**src/shared/msr_regs.vh**
```
// Constants for the misc settings and reset status command handler
`ifndef MSR_REGS_VH
`define MSR_REGS_VH
`define MSR_FC_VENDOR      8'h46
`define MSR_FC_EXCEPTION   8'hC6
`define MSR_SF_READ_MISC   8'h29
`define MSR_SF_WRITE_MISC  8'h2A
`define MSR_ADDR_MAX       8'hF7
`define MSR_ADDR_SOFTCFG   8'h00
`define MSR_STATUS_OK      8'h00
`define MSR_STATUS_FAIL    8'h01
`define MSR_EXC_ILL_FUNC   8'h01
`define MSR_EXC_ILL_VALUE  8'h03
`define MSR_EXC_DEV_FAIL   8'h04
`define MSR_FMT_RESET      8'h00
`define MSR_HOST_WDT_US    1000
`define MSR_MOD_WDT_US     10000
`define MSR_CLK_MHZ        100
`endif

```
**src/hdl/msr_wdog.v**
```verilog
// Generic timeout counter used for host and module watchdogs
`timescale 1ns/10ps
`default_nettype none
module msr_wdog #(
  parameter LIMIT = 1000
) (
  // Clock and reset
  input  wire        clk_sys_i,
  input  wire        rst_n_i,
  input  wire        ce_i,
  // Control
  input  wire        enable_i,
  input  wire        kick_i,
  // Status
  output reg         expired_o
);
  reg [31:0] cnt_q;
  always @(posedge clk_sys_i or negedge rst_n_i) begin
    if (!rst_n_i) begin
      cnt_q     <= 32'h0000_0000;
      expired_o <= 1'b0;
    end else if (ce_i) begin
      if (!enable_i || kick_i) begin
        cnt_q     <= 32'h0000_0000;
        expired_o <= 1'b0;
      end else if (cnt_q >= LIMIT - 1) begin
        expired_o <= 1'b1;
      end else begin
        cnt_q <= cnt_q + 32'h0000_0001;
      end
    end
  end
endmodule
`default_nettype wire

```
**src/hdl/msr_tx.v**
```verilog
// Reply byte serialiser: presents up to four latched bytes in order
`timescale 1ns/10ps
`default_nettype none
module msr_tx (
  // Clock and reset
  input  wire        clk_sys_i,
  input  wire        rst_n_i,
  input  wire        ce_i,
  // Load side
  input  wire        load_i,
  input  wire [2:0]  len_i,
  input  wire [31:0] bytes_i,
  output wire        busy_o,
  // Byte stream out
  output reg  [7:0]  tx_data_o,
  output wire        tx_valid_o,
  output wire        tx_last_o,
  input  wire        tx_ready_i,
  output wire        done_o
);
  reg [31:0] sh_q;
  reg [2:0]  left_q;
  assign busy_o     = (left_q != 3'h0);
  assign tx_valid_o = busy_o;
  assign tx_last_o  = (left_q == 3'h1);
  assign done_o     = ce_i && tx_valid_o && tx_ready_i && tx_last_o;
  always @(posedge clk_sys_i or negedge rst_n_i) begin
    if (!rst_n_i) begin
      sh_q      <= 32'h0000_0000;
      left_q    <= 3'h0;
      tx_data_o <= 8'h00;
    end else if (ce_i) begin
      if (load_i && !busy_o) begin
        tx_data_o <= bytes_i[31:24];
        sh_q      <= {bytes_i[23:0], 8'h00};
        left_q    <= len_i;
      end else if (busy_o && tx_ready_i) begin
        tx_data_o <= sh_q[31:24];
        sh_q      <= {sh_q[23:0], 8'h00};
        left_q    <= left_q - 3'h1;
      end
    end
  end
endmodule
`default_nettype wire

```
**src/hdl/msr_top.v**
```verilog
// Misc settings read/write handler with config mode, watchdogs and reset status
// What this block does
// RULE_01 - Host reads settings with address 1..247, function 0x46, sub-function 0x29.
// RULE_02 - Read reply echoes address, 0x46, 0x29 then data-format byte.
// RULE_03 - Write 0x2A with one byte; reply echoes then status, 0 is success.
// RULE_04 - Failed settings request answers address, 0xC6 and an exception code.
// RULE_05 - Address selection 0x00 at power-up enters software configuration mode from memory.
// RULE_06 - In software configuration mode switch positions are ignored.
// RULE_07 - Config-set and channel-type commands change address, format and type in that mode; the code ignores them while st_q is ST_INIT or ST_EXEC.
// RULE_08 - A module watchdog resets the module when it stops operating.
// RULE_09 - Host watchdog expiry forces all outputs to their safe state.
// RULE_10 - Reset-status flag set at power-on and on module watchdog reset.
// RULE_11 - Reset-status query reports the flag and clears it after the reply.
// RULE_12 - After module watchdog reset, digital outputs return to power-on values.
// RULE_13 - Frames addressed to another node are ignored without reply.
`include "msr_regs.vh"
`timescale 1ns/10ps
`default_nettype none
module msr_top #(
  parameter HOST_WDT_CYC = `MSR_HOST_WDT_US * `MSR_CLK_MHZ,
  parameter MOD_WDT_CYC  = `MSR_MOD_WDT_US * `MSR_CLK_MHZ
) (
  // Clock, reset, enable
  input  wire        clk_sys_i,
  input  wire        rst_n_i,
  input  wire        ce_i,
  // Received frame bytes, first byte flagged by rx_first_i
  input  wire [7:0]  rx_data_i,
  input  wire        rx_valid_i,
  input  wire        rx_first_i,
  input  wire        rx_end_i,
  // Reply byte stream
  output wire [7:0]  tx_data_o,
  output wire        tx_valid_o,
  output wire        tx_last_o,
  input  wire        tx_ready_i,
  // Switches and non-volatile copy
  input  wire [7:0]  sw_addr_i,
  input  wire [7:0]  sw_fmt_i,
  input  wire [7:0]  sw_type_i,
  input  wire [7:0]  nv_addr_i,
  input  wire [7:0]  nv_fmt_i,
  input  wire [7:0]  nv_type_i,
  output reg         nv_write_o,
  // Software configuration commands
  input  wire        cfg_set_cmd_i,
  input  wire [7:0]  cfg_addr_i,
  input  wire [7:0]  cfg_fmt_i,
  input  wire        chan_type_cmd_i,
  input  wire [7:0]  chan_type_i,
  // Reset status query
  input  wire        rst_query_i,
  output reg         rst_status_o,
  output reg         rst_status_valid_o,
  // Health and outputs
  input  wire        alive_i,
  input  wire [7:0]  dout_req_i,
  input  wire        dout_we_i,
  input  wire [7:0]  dout_poweron_i,
  input  wire [7:0]  dout_safe_i,
  output reg  [7:0]  dout_o,
  output wire        host_wdt_expired_o,
  output wire        mod_wdt_reset_o,
  output reg         soft_cfg_mode_o,
  output reg  [7:0]  cur_addr_o,
  output reg  [7:0]  cur_fmt_o,
  output reg  [7:0]  cur_type_o
);
  localparam ST_INIT = 3'h0;
  localparam ST_ADDR = 3'h1;
  localparam ST_FUNC = 3'h2;
  localparam ST_SUB  = 3'h3;
  localparam ST_DATA = 3'h4;
  localparam ST_SKIP = 3'h5;
  localparam ST_EXEC = 3'h6;
  localparam ST_SEND = 3'h7;

  // Format bytes with bit 7 set are not accepted
  function fmt_ok;
    input [7:0] f;
    begin
      fmt_ok = (f[7] == 1'b0);
    end
  endfunction

  // Four-byte normal reply, first byte in the top lane
  function [31:0] pack_ok;
    input [7:0] a;
    input [7:0] sub;
    input [7:0] d;
    begin
      pack_ok = {a, `MSR_FC_VENDOR, sub, d};
    end
  endfunction

  // Three-byte exception reply, bottom lane unused
  function [31:0] pack_exc;
    input [7:0] a;
    input [7:0] code;
    begin
      pack_exc = {a, `MSR_FC_EXCEPTION, code, 8'h00};
    end
  endfunction

  reg  [2:0]  st_q;
  reg  [7:0]  sub_q;
  reg  [7:0]  data_q;
  reg         have_data_q;
  reg         bad_func_q;
  reg         mod_rst_q;
  reg         load_q;
  reg  [2:0]  len_q;
  reg  [31:0] bytes_q;
  wire        mod_rst_evt = mod_wdt_reset_o && !mod_rst_q;
  wire        tx_done;
  wire        rx_take = ce_i && rx_valid_i;

  msr_wdog #(.LIMIT(HOST_WDT_CYC)) u_host_wdt (
    .clk_sys_i (clk_sys_i),
    .rst_n_i   (rst_n_i),
    .ce_i      (ce_i),
    .enable_i  (st_q != ST_INIT),
    .kick_i    (rx_valid_i && rx_end_i),
    .expired_o (host_wdt_expired_o)
  );

  msr_wdog #(.LIMIT(MOD_WDT_CYC)) u_mod_wdt (
    .clk_sys_i (clk_sys_i),
    .rst_n_i   (rst_n_i),
    .ce_i      (ce_i),
    .enable_i  (!mod_rst_q),
    .kick_i    (alive_i),
    .expired_o (mod_wdt_reset_o)       // RULE_08
  );

  msr_tx u_tx (
    .clk_sys_i  (clk_sys_i),
    .rst_n_i    (rst_n_i),
    .ce_i       (ce_i),
    .load_i     (load_q),
    .len_i      (len_q),
    .bytes_i    (bytes_q),
    .busy_o     (),
    .tx_data_o  (tx_data_o),
    .tx_valid_o (tx_valid_o),
    .tx_last_o  (tx_last_o),
    .tx_ready_i (tx_ready_i),
    .done_o     (tx_done)
  );

  // Outputs, watchdogs and reset status
  always @(posedge clk_sys_i or negedge rst_n_i) begin
    if (!rst_n_i) begin
      dout_o             <= 8'h00;
      mod_rst_q          <= 1'b0;
      rst_status_o       <= 1'b1;
      rst_status_valid_o <= 1'b0;
    end else if (ce_i) begin
      rst_status_valid_o <= 1'b0;
      mod_rst_q          <= mod_wdt_reset_o;
      if (st_q == ST_INIT || mod_rst_evt) begin
        dout_o <= dout_poweron_i;                           // RULE_12
      end else if (host_wdt_expired_o) begin
        dout_o <= dout_safe_i;                              // RULE_09
      end else if (dout_we_i) begin
        dout_o <= dout_req_i;
      end
      if (mod_rst_evt) begin
        rst_status_o <= 1'b1;                               // RULE_10
      end else if (rst_query_i) begin
        rst_status_valid_o <= 1'b1;                         // RULE_11
      end else if (rst_status_valid_o) begin
        rst_status_o <= 1'b0;                               // RULE_11
      end
    end
  end

  // Configuration and frame handling
  always @(posedge clk_sys_i or negedge rst_n_i) begin
    if (!rst_n_i) begin
      st_q            <= ST_INIT;
      soft_cfg_mode_o <= 1'b0;
      cur_addr_o      <= 8'h00;
      cur_fmt_o       <= `MSR_FMT_RESET;
      cur_type_o      <= 8'h00;
      nv_write_o      <= 1'b0;
      sub_q           <= 8'h00;
      data_q          <= 8'h00;
      have_data_q     <= 1'b0;
      bad_func_q      <= 1'b0;
      load_q          <= 1'b0;
      len_q           <= 3'h0;
      bytes_q         <= 32'h0000_0000;
    end else if (ce_i) begin
      nv_write_o <= 1'b0;
      load_q     <= 1'b0;
      if (mod_rst_evt) begin
        st_q <= ST_INIT;
      end else begin
        case (st_q)
          ST_INIT: begin
            if (sw_addr_i == `MSR_ADDR_SOFTCFG) begin
              soft_cfg_mode_o <= 1'b1;                      // RULE_05
              cur_addr_o      <= nv_addr_i;
              cur_fmt_o       <= nv_fmt_i;
              cur_type_o      <= nv_type_i;
            end else begin
              soft_cfg_mode_o <= 1'b0;
              cur_addr_o      <= sw_addr_i;
              cur_fmt_o       <= sw_fmt_i;
              cur_type_o      <= sw_type_i;
            end
            st_q <= ST_ADDR;
          end
          ST_ADDR: begin
            if (rx_take && rx_first_i) begin
              have_data_q <= 1'b0;
              if (rx_data_i == cur_addr_o && rx_data_i != 8'h00
                  && rx_data_i <= `MSR_ADDR_MAX) begin      // RULE_01
                st_q <= ST_FUNC;
              end else begin
                st_q <= ST_SKIP;                            // RULE_13
              end
            end
          end
          ST_FUNC: begin
            if (rx_take) begin
              bad_func_q <= (rx_data_i != `MSR_FC_VENDOR);
              st_q       <= rx_end_i ? ST_ADDR : ST_SUB;
            end
          end
          ST_SUB: begin
            if (rx_take) begin
              sub_q <= rx_data_i;
              st_q  <= rx_end_i ? ST_EXEC : ST_DATA;
            end
          end
          ST_DATA: begin
            if (rx_take) begin
              if (!have_data_q) begin
                data_q      <= rx_data_i;
                have_data_q <= 1'b1;
              end
              if (rx_end_i) begin
                st_q <= ST_EXEC;
              end
            end
          end
          ST_SKIP: begin
            if (rx_take && rx_end_i) begin
              st_q <= ST_ADDR;
            end
          end
          ST_EXEC: begin
            len_q  <= 3'h4;
            load_q <= 1'b1;
            st_q   <= ST_SEND;
            if (bad_func_q) begin
              len_q   <= 3'h3;                              // RULE_04
              bytes_q <= pack_exc(cur_addr_o, `MSR_EXC_ILL_FUNC);
            end else if (sub_q == `MSR_SF_READ_MISC) begin
              bytes_q <= pack_ok(cur_addr_o, `MSR_SF_READ_MISC, cur_fmt_o); // RULE_02
            end else if (sub_q == `MSR_SF_WRITE_MISC && !have_data_q) begin
              len_q   <= 3'h3;                              // RULE_04
              bytes_q <= pack_exc(cur_addr_o, `MSR_EXC_ILL_VALUE);
            end else if (sub_q == `MSR_SF_WRITE_MISC) begin
              if (fmt_ok(data_q)) begin
                cur_fmt_o  <= data_q;
                nv_write_o <= soft_cfg_mode_o;
                bytes_q <= pack_ok(cur_addr_o, `MSR_SF_WRITE_MISC, `MSR_STATUS_OK); // RULE_03
              end else begin
                bytes_q <= pack_ok(cur_addr_o, `MSR_SF_WRITE_MISC, `MSR_STATUS_FAIL); // RULE_03
              end
            end else begin
              len_q   <= 3'h3;                              // RULE_04
              bytes_q <= pack_exc(cur_addr_o, `MSR_EXC_ILL_FUNC);
            end
          end
          ST_SEND: begin
            if (tx_done) begin
              st_q <= ST_ADDR;
            end
          end
          default: begin
            st_q <= ST_INIT;
          end
        endcase
        // Switches ignored in software mode; these commands (not in ST_INIT or ST_EXEC) and a 0x2A write reconfigure
        if (soft_cfg_mode_o && st_q != ST_INIT && st_q != ST_EXEC) begin // RULE_06
          if (cfg_set_cmd_i) begin
            cur_addr_o <= cfg_addr_i;                       // RULE_07
            cur_fmt_o  <= cfg_fmt_i;
            nv_write_o <= 1'b1;
          end
          if (chan_type_cmd_i) begin
            cur_type_o <= chan_type_i;                      // RULE_07
            nv_write_o <= 1'b1;
          end
        end
      end
    end
  end
endmodule
`default_nettype wire

```
**config.mk**
```make
export PLATFORM = sky130hd
export DESIGN_NAME = msr_top
export DESIGN_NICKNAME = d
export VERILOG_FILES = /design/src/hdl/msr_wdog.v /design/src/hdl/msr_tx.v /design/src/hdl/msr_top.v
export VERILOG_INCLUDE_DIRS = /design/src /design/src/shared
export SDC_FILE = /design/constraint.sdc
export NUM_CORES = 1
export LEC_CHECK = 0
export ABC_AREA = 1
export BUFFER_PORTS_ARGS = -buffer_cell sky130_fd_sc_hd__buf_4
export CORE_MARGIN = 5
export CORE_UTILIZATION = 45
export DETAILED_ROUTE_END_ITERATION = 7
export GPL_TIMING_DRIVEN = 0
export PLACE_DENSITY = 0.77
export RECOVER_POWER = 25
export SLEW_MARGIN = 20
export SYNTH_ARGS = -nofsm -noshare
export SYNTH_HDL_FRONTEND = slang
export SYNTH_SLANG_ARGS = --single-unit
```
**constraint.sdc**
```tcl
create_clock -name clk_sys_i -period 4.7 [get_ports clk_sys_i]
set_input_delay 1.41 -clock clk_sys_i [delete_from_list [all_inputs] [get_ports clk_sys_i]]
set_output_delay 1.41 -clock clk_sys_i [all_outputs]
set_load 0.05 [all_outputs]
```
==> impl_metrics.csv, run 1 <==
group,metric,value,unit
worst_setup_path,critical_path_required,4860,ps
drt,route.detailed.drc,0,
drt,viasPerCell,5.14,
sta,tns,0,ps
drt,drt_iter0_drc,599,
synth,synth_seq_area_share,47.3,%
place,hpwl,19200,µm
synth,post-synth-top-area-cell,"dfrtp_1",
run,max_cap_viol_count,1,
outcome,status,"complete, but fails checks",
worst_setup_path,rr_endpoint,"u_tx.sh_q[14]",
clock_network,cts_resized,0,
synth,ys_warn_count,0,
sta,final-hold-violation-count,0,
layout,n_antenna_cell,0,
clock_network,clk_latency,420,ps
worst_hold_path,holdPathEnd,"rst_status_o",
drt,vias,9158,
synth,syn-instance-count,1309,
synth,synth-seq-cells,181,
clock_network,cts_hold_buffers,0,
drt,firstDrtPassIters,5,
grt,grt_max_degree,76,
worst_setup_path,cp-end-kind,"async pin",
outcome,violations,"capacitance limit, slew limit",
sta,rsz0062_at_grt,"no",
place,io_buffer_count,163,
sta,clock_skew,8.14,ps
synth,ys_async_sr_fraction,100,%
floorplanning,die_area,0.0243,mm²
clock_network,clockBufferDepth,2,
drt,wl_per_cell,14.3,µm
worst_setup_path,worst_ep_arrival_time,3220,ps
floorplanning,initial_core_util,45.6,%
worst_setup_path,ff2ff_setup_slack,2490,ps
clock_network,cts-root-buf,"clkbuf_16",
clock_network,cts_buffers,17,
worst_hold_path,hold_class,"flip-flop to flip-flop",
clock_network,cts_tree,"yes",
synth,synthTopCellsByArea,"dfrtp_1 47%, nand2_1 15%, nor2_1 8.4%",
worst_hold_path,worstHoldStart,"rst_status_o",
grt,grt_pass1_wl,42100,µm
grt,grt_usage,21.0,%
layout,final_nets,1614,
floorplanning,die_w,156,µm
sta,max_freq,0.326,GHz
power,p_leak,5.78,nW
worst_setup_path,critical_path.max_stage_delay,1450,ps
sta,fin_crit,3070,ps
drt,routed_wl,25400,µm
floorplanning,ios,164,
synth,synth_nets,1430,
worst_setup_path,r2r-start,"u_tx.left_q[0]",
worst_setup_path,path_class,"primary input to async pin",
worst_setup_path,path_cells,"buf_8 -> clkbuf_2",
power,peakVddDrop,0.270,mV
drt,ant_nets,0,
synth,ys_types,41,
synth,synth_edf_count,0,
worst_setup_path,critPathBufInv,2,
place,place_congestion,0.921,
sta,worst_pin_slew,1920,ps
layout,syn_to_final_growth,23.2,%
floorplanning,coreArea,0.0210,mm²
worst_hold_path,min_delay_path_depth,2,
worst_setup_path,cp-start-kind,"primary input",
grt,overflow,0,
layout,drive_above_1_share,16.5,%
power,p_per_area,498,mW/mm²
synth,synth_top_flop_cell,"dfrtp_1",
worst_setup_path,reg2reg_depth,10,
floorplanning,fp.dieH,156,µm
worst_setup_path,crit_family,"buffers and inverters",
layout,fin_cells,1781,
synth,synth_area,0.00958,mm²
clock_network,cts.htree.levels,4,
floorplanning,fp-row-count,53,
worst_setup_path,crit_path_top_delay_cell,"clkbuf_2",
sta,drv_slew,75,
synth,netlist.area_leader.share,47.0,%
clock_network,post_cts_buffers,0,
sta,setup_viol,0,
worst_setup_path,worst-path-max-fanout,75,
grt,grt_pass1_vias,8749,
clock_network,clkTransAtPathRegs,70,ps
sta,whs,467,ps
sta,slew_headroom,-28.3,%
grt,antenna_found_initial,0,
place,dpl.cell_count,1749,
synth,post_synth.cell_area_avg,7.32,µm²
sta,finalCritPeriodShare,65.2,%
clock_network,clock_sinks,181,
layout,utilization,56.1,%
-- worst max-delay path by stage --
stage          cells after the start           start              endpoint  slack [ps]
2_1_floorplan                      4  u_tx.left_q[1]             tx_last_o        2010
3_3_place_gp                       1         rst_n_i             dout_o[3]        1090
3_5_place_dp                       7            ce_i            bytes_q[0]        1540
4_1_cts                            6  u_tx.left_q[0]            tx_valid_o        1720
5_1_grt                            2         rst_n_i  u_host_wdt.cnt_q[11]        1160
6_report                           2         rst_n_i  u_host_wdt.cnt_q[15]        1630
-- cells by family after synthesis --
| family | share of synthesized area, % |
|---|---|
| AND/OR/NAND/NOR | 33.1 |
| buffers and inverters | 7.78 |
| flip-flops | 47.3 |
| AO/OA/AOI/OAI | 8.89 |
| XOR/XNOR | 2.29 |
| adder cells (fa/ha/maj) | 0.653 |
-- sequential cells by signal (all words and copies together) (netlist names), 3 cells and up --
name,count
u_tx.left_q,3
u_tx.tx_data_o,8
cur_fmt_o,8
dout_o,8
u_tx.sh_q,24
sub_q,8
data_q,8
u_host_wdt.cnt_q,32
bytes_q,20
u_mod_wdt.cnt_q,32
cur_type_o,8
st_q,3
cur_addr_o,8
-- cell usage after synthesis (2+ instances only) --
library cell and n:
a21oi_1 26, a31oi_1 14, a32o_1 2, buf_2 17
buf_4 3, buf_6 2, clkbuf_1 18, clkinv_1 2
dfrtp_1 180, ha_1 5, inv_1 136, inv_2 7
nand2_1 376, nand2_2 6, nand2_4 3, nand3_1 101
nand3b_1 3, nand4_1 17, nor2_1 215, nor2_2 7
nor2_4 2, nor3_1 24, nor4_1 2, o211ai_1 9
o21a_1 2, o21ai_0 83, o22ai_1 8, o31ai_1 2
or2_2 2, xnor2_1 8, xor2_1 17
-- cell usage in the layout (no fill, tap or decap), types with 9 or more instances in the layout --
cell       instances
o211ai_1           9
buf_4            164
nor2_1           215
nand2_1          376
dfrtp_1          180
nand3_1          101
buf_2             17
clkbuf_1          20
nand4_1           17
inv_1            137
a21oi_1           26
clkbuf_16         17
a31oi_1           14
nor3_1            24
o21ai_0           83
xor2_1            17
-- routing by layer --
metal  vias to the layer above  GRT usage [%]  wire length [µm]
met5                         -              0                 0
met4                         0           4.29               357
met3                        31           5.80              1690
met2                       272           34.7             12200
met1                      4330           27.9             11100
li1                       4525              -                 -
-- report_power, final --
| part | internal [mW] | switching (mW) | total, mW | leakage (nW) |
|---|---|---|---|---|
| sequential | 1.88 | 0.255 | 2.13 | 2.38 |
| combinational | 0.714 | 1.54 | 2.26 | 3.10 |
| clock | 0.881 | 0.601 | 1.48 | 0.303 |
| total | 3.47 | 2.40 | 5.87 | 5.78 |
-- stage by stage --
stage	total power [mW]	cell area [µm²]	worst slack [ps]
2_1_floorplan	3.65	9580	2010
3_3_place_gp	4.35	11100	1090
3_5_place_dp	4.41	11200	1540
4_1_cts	5.90	11800	1720
5_1_grt	6.22	11800	1160
6_report	5.87	11800	1630
-- area by class of cell --
type,instances,area (µm²)
multi-input combinational,942,4300
tap,275,344
timing repair buffer,165,1260
sequential,181,4530
clock inverter,11,148
clock buffer,21,470
fill,1921,9220
inverter,145,544
buffer,41,201
Power figures use the tool's default switching activity.
==> inputs of run 2 (changes only) <==
- PLACE_DENSITY: 0.77 -> 0.8
- clock period: 4.7 -> 2.6 ns (I/O delays scaled with it)
==> impl_metrics.csv, run 2 (synthesis gave the netlist of run 1 again) <==
group,metric,value,unit
outcome,status,"complete, but fails checks",
outcome,violations,"capacitance limit, slew limit",
sta,max_freq,0.431,GHz
layout,drive_above_1_share,16.4,%
worst_setup_path,r2r-start,"u_mod_wdt.cnt_q[0]",
worst_setup_path,cp-end-kind,"primary output",
clock_network,cts-root-buf,"clkbuf_16",
grt,grt_max_degree,102,
worst_hold_path,holdPathEnd,"rst_status_o",
worst_hold_path,worstHoldStart,"rst_status_o",
layout,final_area,0.0117,mm²
floorplanning,die_area,0.0243,mm²
sta,whs,480,ps
layout,final_common_cell,"nand2_1",
power,p_leak,5.73,nW
floorplanning,initial_core_util,45.6,%
clock_network,clk_latency,430,ps
drt,viasPerCell,5.11,
drt,ant_nets,0,
sta,drv_slew,81,
place,hpwl,19300,µm
layout,n_fill_cell,1927,
sta,tns,0,ps
power,internal_power,5.98,mW
clock_network,clock_sinks,181,
drt,route.detailed.drc,0,
power,peakVddDrop,0.476,mV
power,p_total,10.4,mW
layout,final_cell_mix,"376 x nand2_1, 215 x nor2_1, 180 x dfrtp_1",
sta,worst_pin_slew,1890,ps
worst_setup_path,critical_path_required,1820,ps
sta,clock_skew,7.42,ps
floorplanning,die_w,156,µm
sta,finalCritPeriodShare,89.2,%
power,power_frac_seq,37.1,%
place,pre_cts_ws,114,ps
grt,overflow,0,
layout,biggestRegsByFlops,"u_host_wdt.cnt_q x32, u_mod_wdt.cnt_q x32, u_tx.sh_q x24",
worst_setup_path,rr_endpoint,"u_mod_wdt.cnt_q[3]",
sta,final-hold-violation-count,0,
floorplanning,fp-row-count,53,
drt,firstDrtPassIters,6,
clock_network,cts_tree,"yes",
layout,register_area,0.00453,mm²
sta,setup_viol,0,
clock_network,cts_hold_buffers,0,
power,switching_share,42.3,%
sta,rsz0062_at_grt,"no",
power,p_per_area,885,mW/mm²
clock_network,post_cts_buffers,0,
clock_network,clockBufferDepth,2,
drt,vias,9094,
drt,routed_wl,25700,µm
layout,syn_to_final_growth,22.3,%
worst_setup_path,cp-start-kind,"flip-flop",
layout,n_antenna_cell,0,
layout,multi_input_area,0.00430,mm²
worst_hold_path,hold_class,"flip-flop to flip-flop",
grt,grt_pass1_wl,43200,µm
sta,slew_headroom,-26.2,%
run,max_cap_viol_count,1,
drt,wl_per_cell,14.5,µm
clock_network,cts_resized,0,
grt,grt_pass1_vias,9011,
place,io_buffer_count,163,
clock_network,cts_buffers,17,
drt,drt_iter0_drc,633,
clock_network,clkTransAtPathRegs,60,ps
worst_setup_path,ff2ff_setup_slack,390,ps
place,dpl_cell_area,0.0112,mm²
worst_setup_path,worst-path-max-fanout,3,
worst_setup_path,worst_ep_arrival_time,1540,ps
power,power.switching,4.39,mW
layout,final_nets,1613,
worst_setup_path,path_class,"flip-flop to primary output",
grt,antenna_found_initial,0,
floorplanning,ios,164,
clock_network,cts.htree.levels,4,
floorplanning,coreArea,0.0210,mm²
worst_hold_path,min_delay_path_depth,2,
grt,grt_usage,21.7,%
power,p_comb_share,39.8,%
place,place_congestion,0.920,
floorplanning,fp.dieH,156,µm
sta,finalWorstSetupSlack,280,ps
worst_setup_path,reg2reg_depth,13,
sta,fin_crit,2320,ps
power,p_clk_share,23.2,%
==> run 2: worst max-delay path by stage <==
stage / slack (ps) / start / to
floorplan: 540 / u_tx.left_q[1] / tx_last_o
global placement: -380 / rst_n_i / dout_o[1]
detailed placement: 110 / ce_i / bytes_q[0]
CTS: 260 / u_tx.left_q[0] / tx_valid_o
global route: 90 / rst_n_i / u_host_wdt.cnt_q[10]
finish: 280 / u_tx.left_q[0] / tx_valid_o
==> run 2: routing by layer <==
metal	part of all wire [%]	vias up	GRT usage (%)
li1	-	4524	-
met1	43	4242	28.7
met2	49	286	36.0
met3	5.9	42	4.52
met4	1.9	0	6.71
met5	0	-	0
==> run 2: through the flow <==
stage               utilization, %  cells
detailed placement            53.2   1748
floorplan                        -   1309
global route                  55.7   1780
finish                        55.7   1780
global placement              53.0   1747
CTS                           55.8   1780
==> run 2: critical path, cell delays in order, from the launching register on <==
cell and delay (ps):
dfrtp_1 400, inv_1 110, ha_1 150, inv_1 30
nor2_1 140, inv_2 80, buf_4 200
==> run 2: area by class of cell <==
class | count | area share (%)
clock buffers | 21 | 4.02
flip-flops and latches | 181 | 38.7
repair buffers | 164 | 10.6
plain buffers | 41 | 1.72
multi-input cells | 942 | 36.7
clock inverters | 11 | 0.651
inverters | 145 | 4.65
well taps | 275 | 2.94
==> run 2: power groups by stage <==
| stage | combinational (mW) | clock, mW | sequential, mW |
|---|---|---|---|
| 2_1_floorplan | 1.77 | 0 | 4.83 |
| 3_3_place_gp | 4.01 | 0 | 3.85 |
| 3_5_place_dp | 4.10 | 0 | 3.88 |
| 4_1_cts | 4.12 | 2.45 | 3.83 |
| 5_1_grt | 4.50 | 2.57 | 3.92 |
| 6_report | 4.12 | 2.40 | 3.84 |
